[src/logic/ccs_pkg.sv]
// constants for the clock source select block
package ccs_pkg;

  // ****************************************
  // register indices (byte address = index * 4)
  // ****************************************
  localparam logic [7:0] REG_PLL_DSP_IDX = 8'h0d;
  localparam logic [7:0] REG_DAC_OSR_IDX = 8'h0e;
  localparam logic [7:0] REG_PUMP_IDX = 8'h0f;
  localparam logic [7:0] REG_PIN_IDX = 8'h10;
  localparam logic [7:0] REG_PUMP_PIN_IDX = 8'h11;
  localparam logic [7:0] REG_REF_PIN_IDX = 8'h12;
  localparam logic [7:0] REG_STATUS_IDX = 8'h20;

  // ****************************************
  // field layout and reset values
  // ****************************************
  localparam int SEL_W = 3;
  localparam int REF_LSB = 4;
  localparam int DSP_LSB = 0;
  localparam int DAC_LSB = 4;
  localparam int OSR_LSB = 0;
  localparam int PUMP_LSB = 0;
  localparam int PIN_DSP_LSB = 4;
  localparam int PIN_DAC_LSB = 0;
  localparam int PUMP_PIN_LSB = 4;
  localparam int REF_PIN_LSB = 0;
  localparam int STAT_MASTER_LSB = 4;
  localparam logic [2:0] SEL_RESET = 3'h0;

  // ****************************************
  // source codes
  // ****************************************
  localparam logic [2:0] REF_MCLK = 3'h0;
  localparam logic [2:0] REF_SCLK = 3'h1;
  localparam logic [2:0] REF_OSC = 3'h2;
  localparam logic [2:0] REF_GPIO = 3'h3;
  localparam logic [2:0] DIV_MASTER = 3'h0;
  localparam logic [2:0] DIV_PLL = 3'h1;
  localparam logic [2:0] DIV_OSC = 3'h2;
  localparam logic [2:0] DIV_MCLK = 3'h3;
  localparam logic [2:0] DIV_SCLK = 3'h4;
  localparam logic [2:0] DIV_GPIO = 3'h5;
  localparam logic [2:0] SUB_DAC = 3'h0;
  localparam logic [2:0] SUB_MASTER = 3'h1;
  localparam logic [2:0] SUB_PLL = 3'h2;
  localparam logic [2:0] SUB_OSC = 3'h3;
  localparam logic [2:0] SUB_MCLK = 3'h4;
  localparam logic [2:0] SUB_SCLK = 3'h5;
  localparam logic [2:0] PUMP_GPIO = 3'h6;
  localparam logic [2:0] PIN_GPIO0 = 3'h3;
  localparam logic [2:0] PIN_GPIO2 = 3'h5;

  // ****************************************
  // channel numbering
  // ****************************************
  localparam int CH_REF = 0;
  localparam int CH_DSP = 1;
  localparam int CH_DAC = 2;
  localparam int CH_OSR = 3;
  localparam int CH_PUMP = 4;
  localparam int NUM_CH = 5;

endpackage : ccs_pkg

[src/logic/ccs_src_mux.sv]
// one registered source multiplexer, unused codes read as muted
`timescale 1ns/1ps
module ccs_src_mux #(
  parameter int SEL_W = 3
) (
  // clock and reset
  input wire logic pclk,
  input wire logic presetn,
  // candidate sources, zero where a code is reserved
  input wire logic [(1 << SEL_W)-1:0] src_vec,
  input wire logic [SEL_W-1:0] sel,
  // selected source
  output logic clk_out
);

  always_ff @(posedge pclk or negedge presetn) begin
    if (!presetn) begin
      clk_out <= 1'b0;
    end else begin
      clk_out <= src_vec[sel];
    end
  end

endmodule : ccs_src_mux

[src/logic/ccs_clock_select.sv]
// clock source selection with apb register access
//
// Decided for this implementation: the APB slave port.
`timescale 1ns/1ps
module ccs_clock_select (
  // clock and reset
  input wire logic pclk,
  input wire logic presetn,
  // apb slave
  input wire logic psel,
  input wire logic penable,
  input wire logic pwrite,
  input wire logic [11:0] paddr,
  input wire logic [31:0] pwdata,
  output logic [31:0] prdata,
  output logic pready,
  output logic pslverr,
  // candidate clock sources, sampled on pclk
  input wire logic pll_clk_in,
  input wire logic osc_clk_in,
  input wire logic mclk_in,
  input wire logic sclk_in,
  input wire logic gpio0_in,
  input wire logic gpio2_in,
  // automatic selection status
  input wire logic auto_set_mode,
  input wire logic mclk_present,
  input wire logic master_path_ok,
  // divider inputs
  output logic pll_ref_clk,
  output logic dsp_div_clk,
  output logic dac_div_clk,
  output logic osr_div_clk,
  output logic pump_div_clk
);

  // ****************************************
  // registers
  // ****************************************
  logic [2:0] ref_sel_reg;
  logic [2:0] dsp_sel_reg;
  logic [2:0] dac_sel_reg;
  logic [2:0] osr_sel_reg;
  logic [2:0] pump_sel_reg;
  logic [2:0] dsp_pin_reg;
  logic [2:0] dac_pin_reg;
  logic [2:0] pump_pin_reg;
  logic [2:0] ref_pin_reg;
  logic [31:0] prdata_reg;
  logic pready_reg;
  logic pslverr_reg;
  logic [7:0] idx;
  logic aligned;
  logic wr_done;
  logic mapped;
  logic [31:0] rd_next;
  logic [2:0] eff_ref;
  logic master_clk;
  logic [7:0] vec [ccs_pkg::NUM_CH];
  logic [2:0] sel [ccs_pkg::NUM_CH];
  logic [ccs_pkg::NUM_CH-1:0] ch_out;

  assign idx = paddr[9:2];
  assign aligned = (paddr[1:0] == 2'h0) && (paddr[11:10] == 2'h0);
  assign wr_done = psel && penable && pready_reg && pwrite;

  // ****************************************
  // apb read decode
  // ****************************************
  always_comb begin
    rd_next = 32'h0;
    mapped = aligned;
    unique case (idx)
      ccs_pkg::REG_PLL_DSP_IDX: begin
        rd_next[ccs_pkg::REF_LSB +: 3] = ref_sel_reg;
        rd_next[ccs_pkg::DSP_LSB +: 3] = dsp_sel_reg;
      end
      ccs_pkg::REG_DAC_OSR_IDX: begin
        rd_next[ccs_pkg::DAC_LSB +: 3] = dac_sel_reg;
        rd_next[ccs_pkg::OSR_LSB +: 3] = osr_sel_reg;
      end
      ccs_pkg::REG_PUMP_IDX: begin
        rd_next[ccs_pkg::PUMP_LSB +: 3] = pump_sel_reg;
      end
      ccs_pkg::REG_PIN_IDX: begin
        rd_next[ccs_pkg::PIN_DSP_LSB +: 3] = dsp_pin_reg;
        rd_next[ccs_pkg::PIN_DAC_LSB +: 3] = dac_pin_reg;
      end
      ccs_pkg::REG_PUMP_PIN_IDX: begin
        rd_next[ccs_pkg::PUMP_PIN_LSB +: 3] = pump_pin_reg;
      end
      ccs_pkg::REG_REF_PIN_IDX: begin
        rd_next[ccs_pkg::REF_PIN_LSB +: 3] = ref_pin_reg;
      end
      ccs_pkg::REG_STATUS_IDX: begin
        rd_next[2:0] = eff_ref;
        rd_next[ccs_pkg::STAT_MASTER_LSB] = master_path_ok;
      end
      default: begin
        mapped = 1'b0;
      end
    endcase
    if (!aligned) begin
      rd_next = 32'h0;
    end
  end

  // no wait states: answer raised in the access cycle
  always_ff @(posedge pclk or negedge presetn) begin
    if (!presetn) begin
      pready_reg <= 1'b0;
      prdata_reg <= 32'h0;
      pslverr_reg <= 1'b0;
    end else begin
      pready_reg <= psel && !penable;
      if (psel && !penable) begin
        prdata_reg <= pwrite ? 32'h0 : rd_next;
        pslverr_reg <= !mapped;
      end
    end
  end

  assign prdata = prdata_reg;
  assign pready = pready_reg;
  assign pslverr = pslverr_reg;

  // ****************************************
  // select registers, written straight through
  // ****************************************
  always_ff @(posedge pclk or negedge presetn) begin
    if (!presetn) begin
      ref_sel_reg <= ccs_pkg::SEL_RESET;
      dsp_sel_reg <= ccs_pkg::SEL_RESET;
      dac_sel_reg <= ccs_pkg::SEL_RESET;
      osr_sel_reg <= ccs_pkg::SEL_RESET;
      pump_sel_reg <= ccs_pkg::SEL_RESET;
    end else if (wr_done && aligned) begin
      if (idx == ccs_pkg::REG_PLL_DSP_IDX) begin
        ref_sel_reg <= pwdata[ccs_pkg::REF_LSB +: 3];
        dsp_sel_reg <= pwdata[ccs_pkg::DSP_LSB +: 3];
      end
      if (idx == ccs_pkg::REG_DAC_OSR_IDX) begin
        dac_sel_reg <= pwdata[ccs_pkg::DAC_LSB +: 3];
        osr_sel_reg <= pwdata[ccs_pkg::OSR_LSB +: 3];
      end
      if (idx == ccs_pkg::REG_PUMP_IDX) begin
        pump_sel_reg <= pwdata[ccs_pkg::PUMP_LSB +: 3];
      end
    end
  end

  always_ff @(posedge pclk or negedge presetn) begin
    if (!presetn) begin
      dsp_pin_reg <= ccs_pkg::SEL_RESET;
      dac_pin_reg <= ccs_pkg::SEL_RESET;
      pump_pin_reg <= ccs_pkg::SEL_RESET;
      ref_pin_reg <= ccs_pkg::SEL_RESET;
    end else if (wr_done && aligned) begin
      if (idx == ccs_pkg::REG_PIN_IDX) begin
        dsp_pin_reg <= pwdata[ccs_pkg::PIN_DSP_LSB +: 3];
        dac_pin_reg <= pwdata[ccs_pkg::PIN_DAC_LSB +: 3];
      end
      if (idx == ccs_pkg::REG_PUMP_PIN_IDX) begin
        pump_pin_reg <= pwdata[ccs_pkg::PUMP_PIN_LSB +: 3];
      end
      if (idx == ccs_pkg::REG_REF_PIN_IDX) begin
        ref_pin_reg <= pwdata[ccs_pkg::REF_PIN_LSB +: 3];
      end
    end
  end

  // ****************************************
  // source vectors
  // ****************************************
  function automatic logic pin_pick(input logic [2:0] code,
                                    input logic g0, input logic g2);
    logic r;
    r = 1'b0;
    if (code == ccs_pkg::PIN_GPIO0) begin
      r = g0;
    end else if (code == ccs_pkg::PIN_GPIO2) begin
      r = g2;
    end
    return r;
  endfunction : pin_pick

  // master clock falls back to the oscillator on its own
  assign master_clk = master_path_ok ? pll_clk_in : osc_clk_in;
  // auto-set mode picks mclk when present, else the bit clock
  assign eff_ref = auto_set_mode ?
    (mclk_present ? ccs_pkg::REF_MCLK : ccs_pkg::REF_SCLK) :
    ref_sel_reg;

  always_comb begin
    for (int c = 0; c < ccs_pkg::NUM_CH; c++) begin
      vec[c] = 8'h00;
    end
    vec[ccs_pkg::CH_REF][ccs_pkg::REF_MCLK] = mclk_in;
    vec[ccs_pkg::CH_REF][ccs_pkg::REF_SCLK] = sclk_in;
    vec[ccs_pkg::CH_REF][ccs_pkg::REF_OSC] = osc_clk_in;
    vec[ccs_pkg::CH_REF][ccs_pkg::REF_GPIO] =
      pin_pick(ref_pin_reg, gpio0_in, gpio2_in);
    vec[ccs_pkg::CH_DSP][ccs_pkg::DIV_MASTER] = master_clk;
    vec[ccs_pkg::CH_DSP][ccs_pkg::DIV_PLL] = pll_clk_in;
    vec[ccs_pkg::CH_DSP][ccs_pkg::DIV_OSC] = osc_clk_in;
    vec[ccs_pkg::CH_DSP][ccs_pkg::DIV_MCLK] = mclk_in;
    vec[ccs_pkg::CH_DSP][ccs_pkg::DIV_SCLK] = sclk_in;
    vec[ccs_pkg::CH_DSP][ccs_pkg::DIV_GPIO] =
      pin_pick(dsp_pin_reg, gpio0_in, gpio2_in);
    vec[ccs_pkg::CH_DAC] = vec[ccs_pkg::CH_DSP];
    vec[ccs_pkg::CH_DAC][ccs_pkg::DIV_GPIO] =
      pin_pick(dac_pin_reg, gpio0_in, gpio2_in);
    vec[ccs_pkg::CH_OSR][ccs_pkg::SUB_DAC] = dac_div_clk;
    vec[ccs_pkg::CH_OSR][ccs_pkg::SUB_MASTER] = master_clk;
    vec[ccs_pkg::CH_OSR][ccs_pkg::SUB_PLL] = pll_clk_in;
    vec[ccs_pkg::CH_OSR][ccs_pkg::SUB_OSC] = osc_clk_in;
    vec[ccs_pkg::CH_OSR][ccs_pkg::SUB_MCLK] = mclk_in;
    vec[ccs_pkg::CH_OSR][ccs_pkg::SUB_SCLK] = sclk_in;
    vec[ccs_pkg::CH_PUMP] = vec[ccs_pkg::CH_OSR];
    vec[ccs_pkg::CH_PUMP][ccs_pkg::PUMP_GPIO] =
      pin_pick(pump_pin_reg, gpio0_in, gpio2_in);
  end

  assign sel[ccs_pkg::CH_REF] = eff_ref;
  assign sel[ccs_pkg::CH_DSP] = dsp_sel_reg;
  assign sel[ccs_pkg::CH_DAC] = dac_sel_reg;
  assign sel[ccs_pkg::CH_OSR] = osr_sel_reg;
  assign sel[ccs_pkg::CH_PUMP] = pump_sel_reg;

  // ****************************************
  // registered multiplexers, one per divider
  // ****************************************
  for (genvar c = 0; c < ccs_pkg::NUM_CH; c++) begin : g_ch
    ccs_src_mux #(
      .SEL_W(ccs_pkg::SEL_W)
    ) u_mux (
      .pclk(pclk),
      .presetn(presetn),
      .src_vec(vec[c]),
      .sel(sel[c]),
      .clk_out(ch_out[c])
    );
  end

  assign pll_ref_clk = ch_out[ccs_pkg::CH_REF];
  assign dsp_div_clk = ch_out[ccs_pkg::CH_DSP];
  assign dac_div_clk = ch_out[ccs_pkg::CH_DAC];
  assign osr_div_clk = ch_out[ccs_pkg::CH_OSR];
  assign pump_div_clk = ch_out[ccs_pkg::CH_PUMP];
endmodule : ccs_clock_select

[config.mk]
export PLATFORM = sky130hd
export DESIGN_NAME = ccs_clock_select
export DESIGN_NICKNAME = d
export VERILOG_FILES = /design/src/logic/ccs_pkg.sv /design/src/logic/ccs_src_mux.sv /design/src/logic/ccs_clock_select.sv
export SDC_FILE = /design/constraint.sdc
export NUM_CORES = 1
export LEC_CHECK = 0
export ABC_CLOCK_PERIOD_IN_PS = 2300
export BUFFER_PORTS_ARGS = -buffer_cell sky130_fd_sc_hd__buf_4
export CAP_MARGIN = 20
export CORE_MARGIN = 1
export CORE_UTILIZATION = 35
export DETAILED_ROUTE_END_ITERATION = 10
export PLACE_DENSITY_LB_ADDON = 0.15
export SLEW_MARGIN = 0
export SYNTH_ARGS = -nofsm -noshare
export SYNTH_HDL_FRONTEND = slang
export SYNTH_SLANG_ARGS = --single-unit
[constraint.sdc]
create_clock -name pclk -period 2.3 [get_ports pclk]
set_input_delay 0.115 -clock pclk [delete_from_list [all_inputs] [get_ports pclk]]
set_output_delay 0.115 -clock pclk [all_outputs]
set_load 0.02 [all_outputs]
==> flow_metrics.tcl <==
set metrics [dict create \
    status "finished clean" \
    die_h_um 85.4 \
    slowest_stage "or4b_4" \
    htreeDepth 2 \
    totalNegativeSetupSlack_ns 0 \
    cts_tree "built" \
    drt-total-wl_um 5960 \
    cp.arrival_ns 1.90 \
    peakVddDrop_mv 0.255 \
    antenna_left 0 \
    cts_resized 0 \
    crit_fanout 6 \
    vias_per_cell 5.29 \
    critPathKind "in2reg" \
    largest_reg_flops 6 \
    yosysSeqAreaShare_pct 41.1 \
    finalClockSkew_ns 0.00360 \
    worstMarginPinSlew_ns 0.519 \
    clkLatencyLatePin_ns 0.30 \
    finalPower_mw 1.73 \
    postCtsSetupRepairBufs 0 \
    setup_viol 0 \
    antenna_found_initial 0 \
    yosys.area.top_type_share_pct 41.1 \
    clockRootBuffer "clkbuf_8" \
    min_period_over_period_pct 74.6 \
    finalMaxSlewViolations 0 \
    synth_area_mm2 0.00244 \
    nNetsFinal 329 \
    yosysMostFrequentCell "dfrtp_1" \
    die_x_um 85.4 \
    rsz0062_at_grt "false" \
    die_area_mm2 0.00730 \
    critPathTopFamily "simple AND/OR/NAND/NOR gates" \
    num_rows 30 \
    ctsHoldBuffers 1 \
    post-route-min-period_ns 1.72 \
    async_flop_share_pct 100 \
    cts_sinks 40 \
    power.density_mw_per_mm2 592 \
    yosys_warnings 0 \
    hpwl_um 4470 \
    num_vias 1861 \
    clk_pin_slew_ns 0.08 \
    drt_first_pass_iters 4 \
    p_leak_nw 1.35 \
    initial_core_util_pct 36.1 \
    drcViolationCount 0 \
    cp_num_buf_inv 1 \
    grt_pass1_wl_um 9800 \
    grt_pass1_vias 1829 \
    cts_inserted_buffers 5 \
    top_level_ports 97 \
    fmax_mhz 583 \
    synth_area_leaders "dfrtp_1 (41%), mux2_2 (12%), buf_4 (8.6%)" \
    hold_viol_final 0 \
    syn_inst 224 \
    layout-drive-gt1-share_pct 32.7 \
    synth.distinct_cells 48 \
    dr.first_iter.drc_count 110 \
    cts_buffer_depth 2 \
    overflow 0 \
    post-place-cells 343 \
    ys_ff_latch 40 \
    path_cells "buf_4 -> or4b_4 -> nor3_4 -> and4b_1 -> mux2_1" \
    n_antenna_cell 0 \
    cp.required_ns 2.49 \
    synth_top_flop_cell "dfrtp_1" \
    syn_to_final_growth_pct 19.9 \
    slowest_delay_ns 0.56 \
    slew_headroom_pct 64.5 \
    wl_per_cell_um 16.9 \
    port_buffers 44 \
    instances_no_fill 352 \
    synth-edff-count 0 \
    endpoint_kind "register" \
    track_usage_pct 17.8 \
    yosys.area.top_type "dfrtp_1" \
    core_area_mm2 0.00676 \
    place.gp.congestion 0.810 \
    yosys-top-cells-count "dfrtp_1 (40), buf_4 (28), mux2_2 (25)" \
    syn_area_per_cell_um2 10.9 \
    grt_start_max_net_pins 41 \
    drv_cap 0 \
    start_kind "input port" \
    pre_cts_slack_ns 0.247 \
    setup_ws_ns 0.584 \
    min_path_type "in2reg" \
]
## layout by cell type, fill, tap and decap left out, types with 6 or more instances in the layout
cell type,netlist,final
a22o_1,7,7
nor3_1,6,6
mux2_1,6,6
nand2_1,10,10
conb_1,1,26
o22ai_1,7,7
o21ai_0,6,6
buf_4,28,47
dfrtp_1,40,40
nor2_1,8,8
mux2i_1,8,8
nor2b_1,6,6
mux2_2,25,25
## worst paths after layout
path	end	depth (start not counted)	startpoint	slack, ns
worst max-delay path	ref_sel_reg[2]	5	paddr[0]	0.58
worst min-delay path	ref_sel_reg[1]	2	pwdata[5]	0.06
worst max register to register	ref_sel_reg[2]	4	pready	0.64
worst min register to register	prdata[1]	2	prdata[1]	0.49
max in group asynchronous	ref_pin_reg[2]	2	presetn	1.62
min in group asynchronous	g_ch[1].u_mux.clk_out	2	presetn	0.33
## through the flow
step / instance area [µm²] / utilization [%] / hold WS, ns
after floorplan: 2530 / - / -0.181
after global placement: 2750 / 40.7 / 0.128
after detailed placement: 2750 / 40.7 / 0.130
after CTS: 2920 / 43.2 / 0.0477
after global routing: 2920 / 43.2 / 0.0595
final: 2920 / 43.2 / 0.0551
## layer usage
metal	part of all wire, %	GRT usage, %
met5	0	0
met4	1.7	5.91
met3	4.3	3.40
met2	46	28.1
met1	47	24.6
## cells by family after synthesis
family / after synthesis / synth area share [%]
compound gates: 42 / 12.6
flops: 40 / 41.1
mux: 41 / 19.5
simple gates: 65 / 16.9
other cells: 1 / 0.154
buf+inv: 35 / 9.76
## layout make-up
| cell class | instances | area, µm² |
|---|---|---|
| clock buffer | 5 | 68.8 |
| clock inverter | 3 | 90.1 |
| fill | 670 | 3830 |
| inverter | 2 | 7.51 |
| multi-input combinational | 174 | 1290 |
| sequential | 40 | 1000 |
| tap | 80 | 100 |
| timing repair buffer | 48 | 363 |
## where the power goes
group	switching (mW)	internal, mW
Clock	0.268	0.543
Combinational	0.129	0.0759
Sequential	0.00318	0.710
Total	0.400	1.33
(Power assumes the default switching activity.)
